$ cat src/hdl/disk_port_pkg.sv
// Shared constants for the disk host I/O port
package disk_port_pkg;
    localparam int          WORD_W      = 12;
    localparam int          CNT_W       = 9;
    // I/O instruction op codes
    localparam logic [2:0]  OP_NOP      = 3'h0;
    localparam logic [2:0]  OP_LCD      = 3'h1;
    localparam logic [2:0]  OP_XDR      = 3'h2;
    localparam logic [2:0]  OP_STR      = 3'h3;
    localparam logic [2:0]  OP_SER      = 3'h4;
    localparam logic [2:0]  OP_SDN      = 3'h5;
    localparam logic [2:0]  OP_IRQ_ENABLE_OP     = 3'h6;
    localparam logic [2:0]  OP_INIT     = 3'h7;
    // Command word fields (bit 11 of the host numbering is bit 0 here)
    localparam int          CMD_DEN     = 8;
    localparam int          CMD_LEN8    = 6;
    localparam int          CMD_DRV     = 4;
    localparam int          CMD_FN_LO   = 1;
    localparam int          AC_IE       = 0;
    // Function codes
    localparam logic [2:0]  FN_FILL     = 3'h0;
    localparam logic [2:0]  FN_EMPTY    = 3'h1;
    localparam logic [2:0]  FN_WRITE    = 3'h2;
    localparam logic [2:0]  FN_READ     = 3'h3;
    localparam logic [2:0]  FN_NOOP_DEN = 3'h4;
    localparam logic [2:0]  FN_STATUS   = 3'h5;
    localparam logic [2:0]  FN_WRDEL    = 3'h6;
    localparam logic [2:0]  FN_RDERR    = 3'h7;
    // Fault/status word bit positions
    localparam int          ST_RDY      = 7;
    localparam int          ST_DD       = 6;
    localparam int          ST_DEN      = 5;
    localparam int          ST_DENERR   = 4;
    localparam int          ST_DUAL     = 3;
    localparam int          ST_ID       = 2;
    localparam int          ST_PAR      = 1;
    localparam int          ST_CRC      = 0;
    localparam logic [11:0] STATUS_RST  = 12'h000;
    // Words per buffer transfer in single density
    localparam logic [8:0]  WORDS_8     = 9'h080;
    localparam logic [8:0]  WORDS_12    = 9'h040;
    localparam int          FIFO_DEPTH  = 8;
endpackage

$ cat src/hdl/disk_host_io_port.sv
// Host I/O port of the flexible disk controller
//
// How it works
// - Fault skip skips, clears; fault always sets finish
// - Finish skip skips on finish, then clears it
// - Interrupt only on finish flag rising edge
// - Enable op loads enable from accumulator bit 11
// - Clear-all, bus and programmed init clear enable
// - Init op and clear-all start init sequence
// - Init ends: status holds startup, drive 0 ready and dual bits
// - One interface register serves six logical words
// - First mode: single command load; bit4 ignored
// - Command bit 5 picks 12 or 8 bits
// - Bit 7 picks drive; buffer functions ignore it
// - Second mode density bit checked against diskette
// - Command bits 8-10 decode the function
// - Code 100: noop clearing startup, or density
// - Eight-bit words use only low eight bits
// - Status word loaded at end except error read
// - Status bits 4 drive present, 5 deleted mark
// - Second mode: bit 6 density, bit 8 dual
// - Second mode: status bit 7 flags density mismatch, fault
// - Status bit 10 flags link check fault
// - Status bit 11 flags read check error
// - Request skip skips on request, then clears
// - Transfer after finish reads status word
`timescale 1ns/1ps
module disk_host_io_port (
    // Clock and reset
    input  wire logic                                clk_sys,
    input  wire logic                                rst_n,
    // Host I/O bus
    input  wire logic                                iotValid,
    input  wire logic [2:0]                          iotOp,
    input  wire logic [disk_port_pkg::WORD_W-1:0]    acIn,
    input  wire logic                                busInit,
    input  wire logic                                clearAllFlags,
    output logic                                     skip,
    output logic                                     acClear,
    output logic                                     acWrite,
    output logic                                     acJam,
    output logic      [disk_port_pkg::WORD_W-1:0]    acOut,
    output logic                                     intReq,
    // Compatibility mode strap pin, high for the second mode
    input  wire logic                                modeSelPin,
    // Controller side: function start
    output logic                                     fnStart,
    output logic      [2:0]                          fnCode,
    output logic                                     fnDrive,
    output logic                                     fnDensity,
    output logic                                     fnLen8,
    output logic                                     initStart,
    // Controller side: words from host (fill data, sector, track)
    output logic                                     wordValid,
    input  wire logic                                wordReady,
    output logic      [disk_port_pkg::WORD_W-1:0]    wordData,
    // Controller side: words to host (empty buffer)
    input  wire logic                                rdValid,
    output logic                                     rdReady,
    input  wire logic [disk_port_pkg::WORD_W-1:0]    rdData,
    // Controller side: completion and drive state
    input  wire logic                                initDone,
    input  wire logic                                fnDone,
    input  wire logic                                fnCrcFault,
    input  wire logic                                fnDeleted,
    input  wire logic                                linkCheckFault,
    input  wire logic [disk_port_pkg::WORD_W-1:0]    fnFaultCode,
    input  wire logic [1:0]                          drivePresent,
    input  wire logic [1:0]                          mediaDensity
);
    import disk_port_pkg::*;

    typedef enum logic [2:0] {S_IDLE, S_CMDHI, S_SECTOR, S_TRACK, S_FILL, S_EMPTY, S_BUSY, S_INIT} state_t;

    function automatic logic [CNT_W-1:0] wordTarget(input logic dual, input logic len8, input logic dbl);
        logic [CNT_W-1:0] base;
        base = len8 ? WORDS_8 : WORDS_12;
        return (dual & dbl) ? CNT_W'({base, 1'b0}) : base;
    endfunction

    state_t              state_reg;
    state_t              state_next;
    logic [WORD_W-1:0]   cmd_reg;
    logic [WORD_W-1:0]   iface_reg;
    logic [WORD_W-1:0]   iface_next;
    logic [CNT_W-1:0]    count_reg;
    logic                done_reg;
    logic                err_reg;
    logic                tr_reg;
    logic                ie_reg;
    logic                loaded_reg;
    logic                idBit_reg;
    logic [2:0]          modeSync_reg;
    logic                dual_reg;
    logic                fnStart_reg;
    logic                initStart_reg;
    logic                intReq_reg;
    logic [WORD_W-1:0]   acOut_reg;
    logic                acWrite_reg;
    logic                acJam_reg;

    // Instruction decode
    wire isLcd  = iotValid & (iotOp == OP_LCD);
    wire isXdr  = iotValid & (iotOp == OP_XDR);
    wire isStr  = iotValid & (iotOp == OP_STR);
    wire isSer  = iotValid & (iotOp == OP_SER);
    wire isSdn  = iotValid & (iotOp == OP_SDN);
    wire isIntr = iotValid & (iotOp == OP_IRQ_ENABLE_OP);
    wire isInit = iotValid & (iotOp == OP_INIT);
    wire initAll = isInit | clearAllFlags | busInit;

    // Command fields
    wire [2:0] cmdFn   = cmd_reg[CMD_FN_LO +: 3];
    wire       cmdLen8 = cmd_reg[CMD_LEN8];
    wire       cmdDrv  = cmd_reg[CMD_DRV];
    wire       cmdDen  = dual_reg & cmd_reg[CMD_DEN];
    wire [2:0] acFn    = acIn[CMD_FN_LO +: 3];
    wire       needHi  = dual_reg & acIn[CMD_LEN8];
    wire       needsAddr = (cmdFn == FN_WRITE) | (cmdFn == FN_READ) | (cmdFn == FN_WRDEL);
    wire       selDen  = mediaDensity[cmdDrv];
    wire       densBad = (selDen != cmdDen);

    // Words written by the host, masked to eight bits when selected
    wire [WORD_W-1:0] hostWord = cmdLen8 ? {4'h0, acIn[7:0]} : acIn;
    wire              fifoInReady;
    wire              hostToCtl = (state_reg == S_FILL) | (state_reg == S_SECTOR) | (state_reg == S_TRACK);
    wire              xdrIn  = isXdr & !done_reg & hostToCtl & loaded_reg;
    wire              xdrOut = isXdr & (done_reg | (state_reg == S_IDLE) |
                                        ((state_reg == S_EMPTY) & loaded_reg));
    wire              xdrHi  = isXdr & (state_reg == S_CMDHI) & loaded_reg;
    wire              wantWord = ((state_reg == S_FILL) | (state_reg == S_SECTOR) | (state_reg == S_TRACK) |
                                  (state_reg == S_CMDHI)) & !loaded_reg & fifoInReady;
    assign rdReady = (state_reg == S_EMPTY) & !loaded_reg & !initAll;
    wire              takeRd = rdValid & rdReady;
    wire [CNT_W-1:0]  target = wordTarget(dual_reg, cmdLen8, cmdDen);
    wire              lastWord = (count_reg + CNT_W'(1)) == target;

    // Status word composed at the end of a function
    wire [WORD_W-1:0] statusWord;
    assign statusWord[11:8]      = 4'h0;
    assign statusWord[ST_RDY]    = (cmdFn == FN_STATUS) & drivePresent[cmdDrv];
    assign statusWord[ST_DD]     = fnDeleted | (cmdFn == FN_WRDEL);
    assign statusWord[ST_DEN]    = dual_reg & selDen;
    assign statusWord[ST_DENERR] = dual_reg & needsAddr & densBad;
    assign statusWord[ST_DUAL]   = dual_reg;
    assign statusWord[ST_ID]     = idBit_reg;
    assign statusWord[ST_PAR]    = 1'b0;
    assign statusWord[ST_CRC]    = fnCrcFault & (cmdFn == FN_READ);
    wire [WORD_W-1:0] initWord = (WORD_W'(1) << ST_ID) | (WORD_W'(drivePresent[0]) << ST_RDY) |
                                 (WORD_W'(dual_reg) << ST_DUAL);
    wire [WORD_W-1:0] parWord  = (WORD_W'(1) << ST_PAR) | (WORD_W'(dual_reg) << ST_DUAL);
    wire [WORD_W-1:0] denWord  = (WORD_W'(dual_reg) << ST_DENERR) | (WORD_W'(dual_reg & selDen) << ST_DEN) |
                                 (WORD_W'(dual_reg) << ST_DUAL);

    // Finish and fault events
    wire busyFin   = (state_reg == S_BUSY) & fnDone;
    wire parFin    = linkCheckFault & (state_reg != S_IDLE) & (state_reg != S_INIT);
    wire denFin    = xdrIn & (state_reg == S_TRACK) & densBad & (dual_reg | selDen);
    wire fillFin   = xdrIn & (state_reg == S_FILL) & lastWord;
    wire emptyFin  = xdrOut & !done_reg & (state_reg == S_EMPTY) & lastWord;
    wire noopFin   = xdrHi ? 1'b0 : (isLcd & (state_reg == S_IDLE) & !needHi & !dual_reg & (acFn == FN_NOOP_DEN));
    wire initFin   = (state_reg == S_INIT) & initDone;
    wire doneSet   = busyFin | parFin | denFin | fillFin | emptyFin | noopFin | initFin;
    wire errSet    = parFin | denFin | (busyFin & statusWord[ST_CRC]);
    wire trSet     = wantWord | takeRd;

    // Next state of the function sequencer
    always_comb begin
        state_next = state_reg;
        unique case (state_reg)
            S_IDLE: begin
                if (isLcd & needHi) begin
                    state_next = S_CMDHI;
                end else if (isLcd & !noopFin) begin
                    state_next = (acFn == FN_FILL) ? S_FILL : (acFn == FN_EMPTY) ? S_EMPTY :
                                 ((acFn == FN_WRITE) | (acFn == FN_READ) | (acFn == FN_WRDEL)) ? S_SECTOR : S_BUSY;
                end
            end
            S_CMDHI: begin
                if (xdrHi) begin
                    state_next = (cmdFn == FN_FILL) ? S_FILL : (cmdFn == FN_EMPTY) ? S_EMPTY :
                                 needsAddr ? S_SECTOR : S_BUSY;
                end
            end
            S_SECTOR: begin
                if (xdrIn) begin
                    state_next = S_TRACK;
                end
            end
            S_TRACK: begin
                if (xdrIn) begin
                    state_next = denFin ? S_IDLE : S_BUSY;
                end
            end
            S_FILL: begin
                if (fillFin) begin
                    state_next = S_IDLE;
                end
            end
            S_EMPTY: begin
                if (emptyFin) begin
                    state_next = S_IDLE;
                end
            end
            S_BUSY: begin
                if (busyFin) begin
                    state_next = S_IDLE;
                end
            end
            S_INIT: begin
                if (initFin) begin
                    state_next = S_IDLE;
                end
            end
        endcase
        if (parFin) begin
            state_next = S_IDLE;
        end
        if (initAll) begin
            state_next = S_INIT;
        end
    end

    // Interface register contents, one physical word for all logical ones
    always_comb begin
        iface_next = iface_reg;
        if (isLcd & (state_reg == S_IDLE)) begin
            iface_next = acIn;
        end else if (xdrIn | xdrHi) begin
            iface_next = hostWord;
        end else if (takeRd) begin
            iface_next = cmdLen8 ? {4'h0, rdData[7:0]} : rdData;
        end
        if (initFin) begin
            iface_next = initWord;
        end else if (parFin) begin
            iface_next = parWord;
        end else if (denFin) begin
            iface_next = denWord;
        end else if (busyFin) begin
            iface_next = (cmdFn == FN_RDERR) ? fnFaultCode : statusWord;
        end else if (fillFin | emptyFin | noopFin) begin
            iface_next = statusWord & ~(WORD_W'(noopFin) << ST_ID);
        end
    end

    // Strap synchroniser: a change counts once stages two and three agree
    always_ff @(posedge clk_sys or negedge rst_n) begin
        if (!rst_n) begin
            modeSync_reg <= 3'h0;
            dual_reg     <= 1'b0;
        end else begin
            modeSync_reg <= {modeSync_reg[1:0], modeSelPin};
            if (modeSync_reg[1] == modeSync_reg[2]) begin
                dual_reg <= modeSync_reg[2];
            end
        end
    end

    // Host-visible flags; a set in the same cycle as a skip wins
    always_ff @(posedge clk_sys or negedge rst_n) begin
        if (!rst_n) begin
            done_reg <= 1'b0;
            err_reg  <= 1'b0;
            tr_reg   <= 1'b0;
            ie_reg   <= 1'b0;
        end else if (initAll) begin
            done_reg <= 1'b0;
            err_reg  <= 1'b0;
            tr_reg   <= 1'b0;
            ie_reg   <= 1'b0;
        end else begin
            done_reg <= doneSet | (done_reg & !isSdn & !(isLcd & (state_reg == S_IDLE)));
            err_reg  <= errSet | (err_reg & !isSer);
            tr_reg   <= trSet | (tr_reg & !isStr & !doneSet);
            ie_reg   <= isIntr ? acIn[AC_IE] : ie_reg;
        end
    end

    // Sequencer registers
    always_ff @(posedge clk_sys or negedge rst_n) begin
        if (!rst_n) begin
            state_reg  <= S_IDLE;
            cmd_reg    <= 12'h000;
            iface_reg  <= STATUS_RST;
            count_reg  <= '0;
            loaded_reg <= 1'b0;
            idBit_reg  <= 1'b0;
        end else begin
            state_reg  <= state_next;
            iface_reg  <= iface_next;
            if (isLcd & (state_reg == S_IDLE)) begin
                cmd_reg <= acIn;
            end else if (xdrHi) begin
                cmd_reg[11:8] <= acIn[3:0];
            end
            if (initAll | (state_next != state_reg)) begin
                count_reg <= '0;
            end else if (fillFin | emptyFin) begin
                count_reg <= count_reg;
            end else if (xdrIn | (xdrOut & (state_reg == S_EMPTY))) begin
                count_reg <= count_reg + CNT_W'(1);
            end
            loaded_reg <= !initAll & (trSet | (loaded_reg & !(xdrIn | xdrHi | xdrOut)) | (state_next != state_reg ? 1'b0 : 1'b0));
            if (initFin) begin
                idBit_reg <= 1'b1;
            end else if (isLcd & (state_reg == S_IDLE)) begin
                idBit_reg <= 1'b0;
            end
        end
    end

    // Controller strobes, accumulator path and interrupt
    always_ff @(posedge clk_sys or negedge rst_n) begin
        if (!rst_n) begin
            fnStart_reg   <= 1'b0;
            initStart_reg <= 1'b0;
            intReq_reg    <= 1'b0;
            acOut_reg     <= 12'h000;
            acWrite_reg   <= 1'b0;
            acJam_reg     <= 1'b0;
        end else begin
            fnStart_reg   <= ((state_reg == S_IDLE) & isLcd & !needHi & !noopFin) | xdrHi;
            initStart_reg <= initAll;
            intReq_reg    <= ie_reg & doneSet & !done_reg & !initAll;
            acWrite_reg   <= xdrOut;
            acJam_reg     <= !cmdLen8;
            if (xdrOut) begin
                acOut_reg <= iface_reg;
            end
        end
    end

    word_fifo #(
        .WIDTH (WORD_W),
        .DEPTH (FIFO_DEPTH)
    ) u_fifo (
        .clk_sys  (clk_sys),
        .rst_n    (rst_n),
        .inValid  (xdrIn),
        .inReady  (fifoInReady),
        .inData   (hostWord),
        .outValid (wordValid),
        .outReady (wordReady),
        .outData  (wordData)
    );

    assign skip      = (isSer & err_reg) | (isSdn & done_reg) | (isStr & tr_reg);
    assign acClear   = isLcd;
    assign acWrite   = acWrite_reg;
    assign acJam     = acJam_reg;
    assign acOut     = acOut_reg;
    assign intReq    = intReq_reg;
    assign fnStart   = fnStart_reg;
    assign fnCode    = cmdFn;
    assign fnDrive   = cmdDrv & (cmdFn != FN_FILL) & (cmdFn != FN_EMPTY);
    assign fnDensity = cmdDen;
    assign fnLen8    = cmdLen8;
    assign initStart = initStart_reg;
endmodule

$ cat src/hdl/word_fifo.sv
// Small synchronous FIFO with valid/ready on both sides
`timescale 1ns/1ps
module word_fifo #(
    parameter int WIDTH = 12,
    parameter int DEPTH = 8
) (
    // Clock and reset
    input  wire logic             clk_sys,
    input  wire logic             rst_n,
    // Fill side
    input  wire logic             inValid,
    output logic                  inReady,
    input  wire logic [WIDTH-1:0] inData,
    // Drain side
    output logic                  outValid,
    input  wire logic             outReady,
    output logic      [WIDTH-1:0] outData
);
    localparam int AW = $clog2(DEPTH);
    logic [WIDTH-1:0] mem [DEPTH];
    logic [AW:0]      wrPtr_reg;
    logic [AW:0]      rdPtr_reg;
    wire              pushOk = inValid & inReady;
    wire              popOk  = outValid & outReady;
    assign inReady  = (wrPtr_reg - rdPtr_reg) != (AW+1)'(DEPTH);
    assign outValid = wrPtr_reg != rdPtr_reg;
    assign outData  = mem[rdPtr_reg[AW-1:0]];
    always_ff @(posedge clk_sys) begin
        if (pushOk) begin
            mem[wrPtr_reg[AW-1:0]] <= inData;
        end
    end
    always_ff @(posedge clk_sys or negedge rst_n) begin
        if (!rst_n) begin
            wrPtr_reg <= '0;
            rdPtr_reg <= '0;
        end else begin
            wrPtr_reg <= wrPtr_reg + (AW+1)'(pushOk);
            rdPtr_reg <= rdPtr_reg + (AW+1)'(popOk);
        end
    end
endmodule
$ cat config.mk
export PLATFORM = sky130hd
export DESIGN_NAME = disk_host_io_port
export DESIGN_NICKNAME = d
export VERILOG_FILES = /design/src/hdl/disk_port_pkg.sv /design/src/hdl/disk_host_io_port.sv /design/src/hdl/word_fifo.sv
export SDC_FILE = /design/constraint.sdc
export NUM_CORES = 1
export LEC_CHECK = 0
export ABC_CLOCK_PERIOD_IN_PS = 8700
export BUFFER_PORTS_ARGS = -buffer_cell sky130_fd_sc_hd__buf_2
export CORE_MARGIN = 1.5
export CORE_UTILIZATION = 45
export CTS_CLUSTER_SIZE = 24
export DETAILED_ROUTE_END_ITERATION = 16
export PLACE_DENSITY_LB_ADDON = 0.12
export SYNTH_ARGS = -nofsm -noshare
export SYNTH_HDL_FRONTEND = slang
export SYNTH_SLANG_ARGS = --single-unit
$ cat constraint.sdc
create_clock -name clk_sys -period 8.7 [get_ports clk_sys]
set_clock_uncertainty 0.05 [all_clocks]
set_input_delay 0.435 -clock clk_sys [delete_from_list [all_inputs] [get_ports clk_sys]]
set_output_delay 0.435 -clock clk_sys [all_outputs]
set_load 0.01 [all_outputs]
==> flow_metrics.tcl <==
set metrics [dict create \
    worstPathMaxFanout 15 \
    crit_buf_inv 1 \
    slew_headroom 0.265 \
    hold_buffers 0 \
    wire_per_inst_um 21.3 \
    worstSkewPairLatency_ns 0.42 \
    synth.top_cells.by_area "edfxtp_1, dfrtp_1, mux4_2, nand2_1, mux2_2" \
    clock_sinks 161 \
    slowest_stage "nor2_1" \
    synth-seq-cells 161 \
    finalWeightedCongestion 0.910 \
    core_um2 17200 \
    cts_made_buffers 17 \
    path_class "reg -> reg" \
    io_buffers 94 \
    rsz0062_at_grt "false" \
    synthDistinctLibCells 87 \
    largest_register_ffs 96 \
    grt_overflow_total 0 \
    timing.rr.end "u_fifo.mem[3][0]" \
    avgSynthCellArea_um2 12.5 \
    wl_um 20300 \
    max_clock_freq_mhz 300 \
    fin_nets 780 \
    antenna_found_initial 0 \
    worstMarginPinSlew_ns 1.10 \
    ant_nets 0 \
    period_share 0.383 \
    clk_root_buffer_cell "clkbuf_16" \
    first_pass_iters 5 \
    drcViolationCount 0 \
    synth.largest_area_cell "edfxtp_1" \
    drive_above_1_share 0.275 \
    critPathArrivalTime_ns 3.32 \
    peakVddDrop_v 0.000152 \
    cp.required_ns 8.69 \
    yosysMostFrequentCell "nand2_1" \
    setup_violations 0 \
    dp_hpwl_um 14200 \
    syn_area_um2 7890 \
    r2r-start "u_fifo.rdPtr_reg[2]" \
    num_rows 48 \
    crit_path_end "u_fifo.mem[3][0]" \
    cts_resized 0 \
    power_density_nw_per_um2 232 \
    yosysWarningCount 0 \
    async_flop_share 0.404 \
    cts_setup_buffers 0 \
    syn_nets 695 \
    grt_max_degree 66 \
    final_hold_viol_count 0 \
    fillers 1480 \
    grt_pass1_vias 5546 \
    multi_input_area_um2 3150 \
    synth_edf_count 96 \
    yosysSeqAreaShare 0.572 \
    initial_core_util 0.458 \
    hold_slack_ns 0.0699 \
    synthCells 629 \
    area_growth_syn_to_layout_pct 15.0 \
    max-cap-violations 0 \
    grt.total_usage 0.232 \
    path_delay_family "simple AND/OR/NAND/NOR gates" \
    num_io_pins 95 \
    htreeDepth 4 \
    drtIter0Drc 489 \
    final_max_slew_viol_count 0 \
    start_kind "flop" \
    seq_area_um2 4510 \
    r2r_slack_ns 5.36 \
    p_leak_nw 3.66 \
    critical_path_depth 8 \
    crit_path_start "u_fifo.rdPtr_reg[2]" \
    outcome "completed" \
    ys.flop_type "edfxtp_1" \
    path_clk_slew_ns 0.06 \
    viasPerCell 5.79 \
    rr_worst_depth 8 \
    cts.path.max_buffers 2 \
    crit_chain "inv_1 -> ha_1 -> xnor2_1 -> or3_1 -> a21oi_1 -> nor2_1 -> nand2_1 -> nor2_1" \
    dr_total_vias 5511 \
    setup_tns_ns 0 \
    grt_pass1_wl_um 31400 \
    cts_tree "done" \
    worst_setup_path_end_kind "flop" \
    die_w_um 135 \
    hp-class "in -> reg" \
    finalCriticalPeriod_ns 3.34 \
    crit_path_max_incr_delay_ns 0.87 \
    yosysTopAreaCellShare 0.365 \
    die_h_um 135 \
    dieArea_um2 18300 \
    path_common_cell "nor2_1" \
    synth_common_cells "nand2_1, edfxtp_1, dfrtp_1" \
]
layer usage:
layer | up-vias | track usage | wire, um
li1 | 2535 | - | -
met3 | 21 | 0.0471 | 1160
met5 | - | 0 | 0
met4 | 0 | 0.0699 | 280
met2 | 219 | 0.382 | 9970
met1 | 2736 | 0.313 | 8860
worst min-delay path by stage:
stage | depth (start not counted) | slack [ns] | from | end
detailed placement | 0 | 0.29 | modeSync_reg[0] | modeSync_reg[1]
floorplan | 0 | 0.09 | rst_n | acJam
CTS | 1 | 0.05 | modeSelPin | modeSync_reg[0]
global placement | 0 | 0.28 | modeSync_reg[0] | modeSync_reg[1]
finish | 1 | 0.07 | modeSelPin | modeSync_reg[0]
global route | 1 | 0.06 | modeSelPin | modeSync_reg[0]
kinds of logic after synthesis:
family,after synthesis,synth area share
DFF,161,0.572
adders and majority gates,11,0.0171
AOI/OAI and AO/OA,115,0.111
and+or+nand+nor,232,0.155
buffers and inverters,49,0.0298
xor gates and xnor gates,10,0.0111
muxes,51,0.105
where the power goes:
part,switching [mW],total [mW],internal [mW]
clock network,0.302,0.725,0.423
registers,0.0370,0.879,0.842
logic,0.276,0.499,0.224
cells in the final DEF (no fill, tap or decap), drive strengths merged, types with 4 or more instances in the layout:
cell,n
nand3,15
o211ai,5
o31ai,8
mux4,24
a21o,5
nor2b,16
nand2,99
nor2,31
buf,100
nand2b,7
nor3,10
inv,18
and3,6
edfxtp,96
mux2i,12
o21ai,27
and2,6
xnor2,5
xor2,5
a31oi,8
or4,7
ha,10
mux2,15
a22oi,9
dfrtp,65
clkbuf,20
clkinv,4
a21oi,22
or3,6
nand4,8
cell type report:
cell class                      instances  area share
Sequential cell                       161       0.497
Multi-Input combinational cell        419       0.347
Timing Repair Buffer                  100      0.0568
Clock buffer                           20      0.0481
Tap cell                              225      0.0310
Clock inverter                         11      0.0142
Inverter                               15     0.00620
Antenna cell                            1    0.000276
per-stage QoR:
stage	setup slack (ns)	total power [mW]	util	cell area (um2)	instances
floorplan	5.44	1.23	-	7890	629
finish	5.36	2.10	0.527	9080	952
global route	5.05	2.19	0.526	9070	951
global placement	5.53	1.39	0.494	8510	920
detailed placement	5.37	1.40	0.494	8510	920
CTS	5.32	2.12	0.526	9070	951
Note: power is estimated with default switching activity, not from simulation.
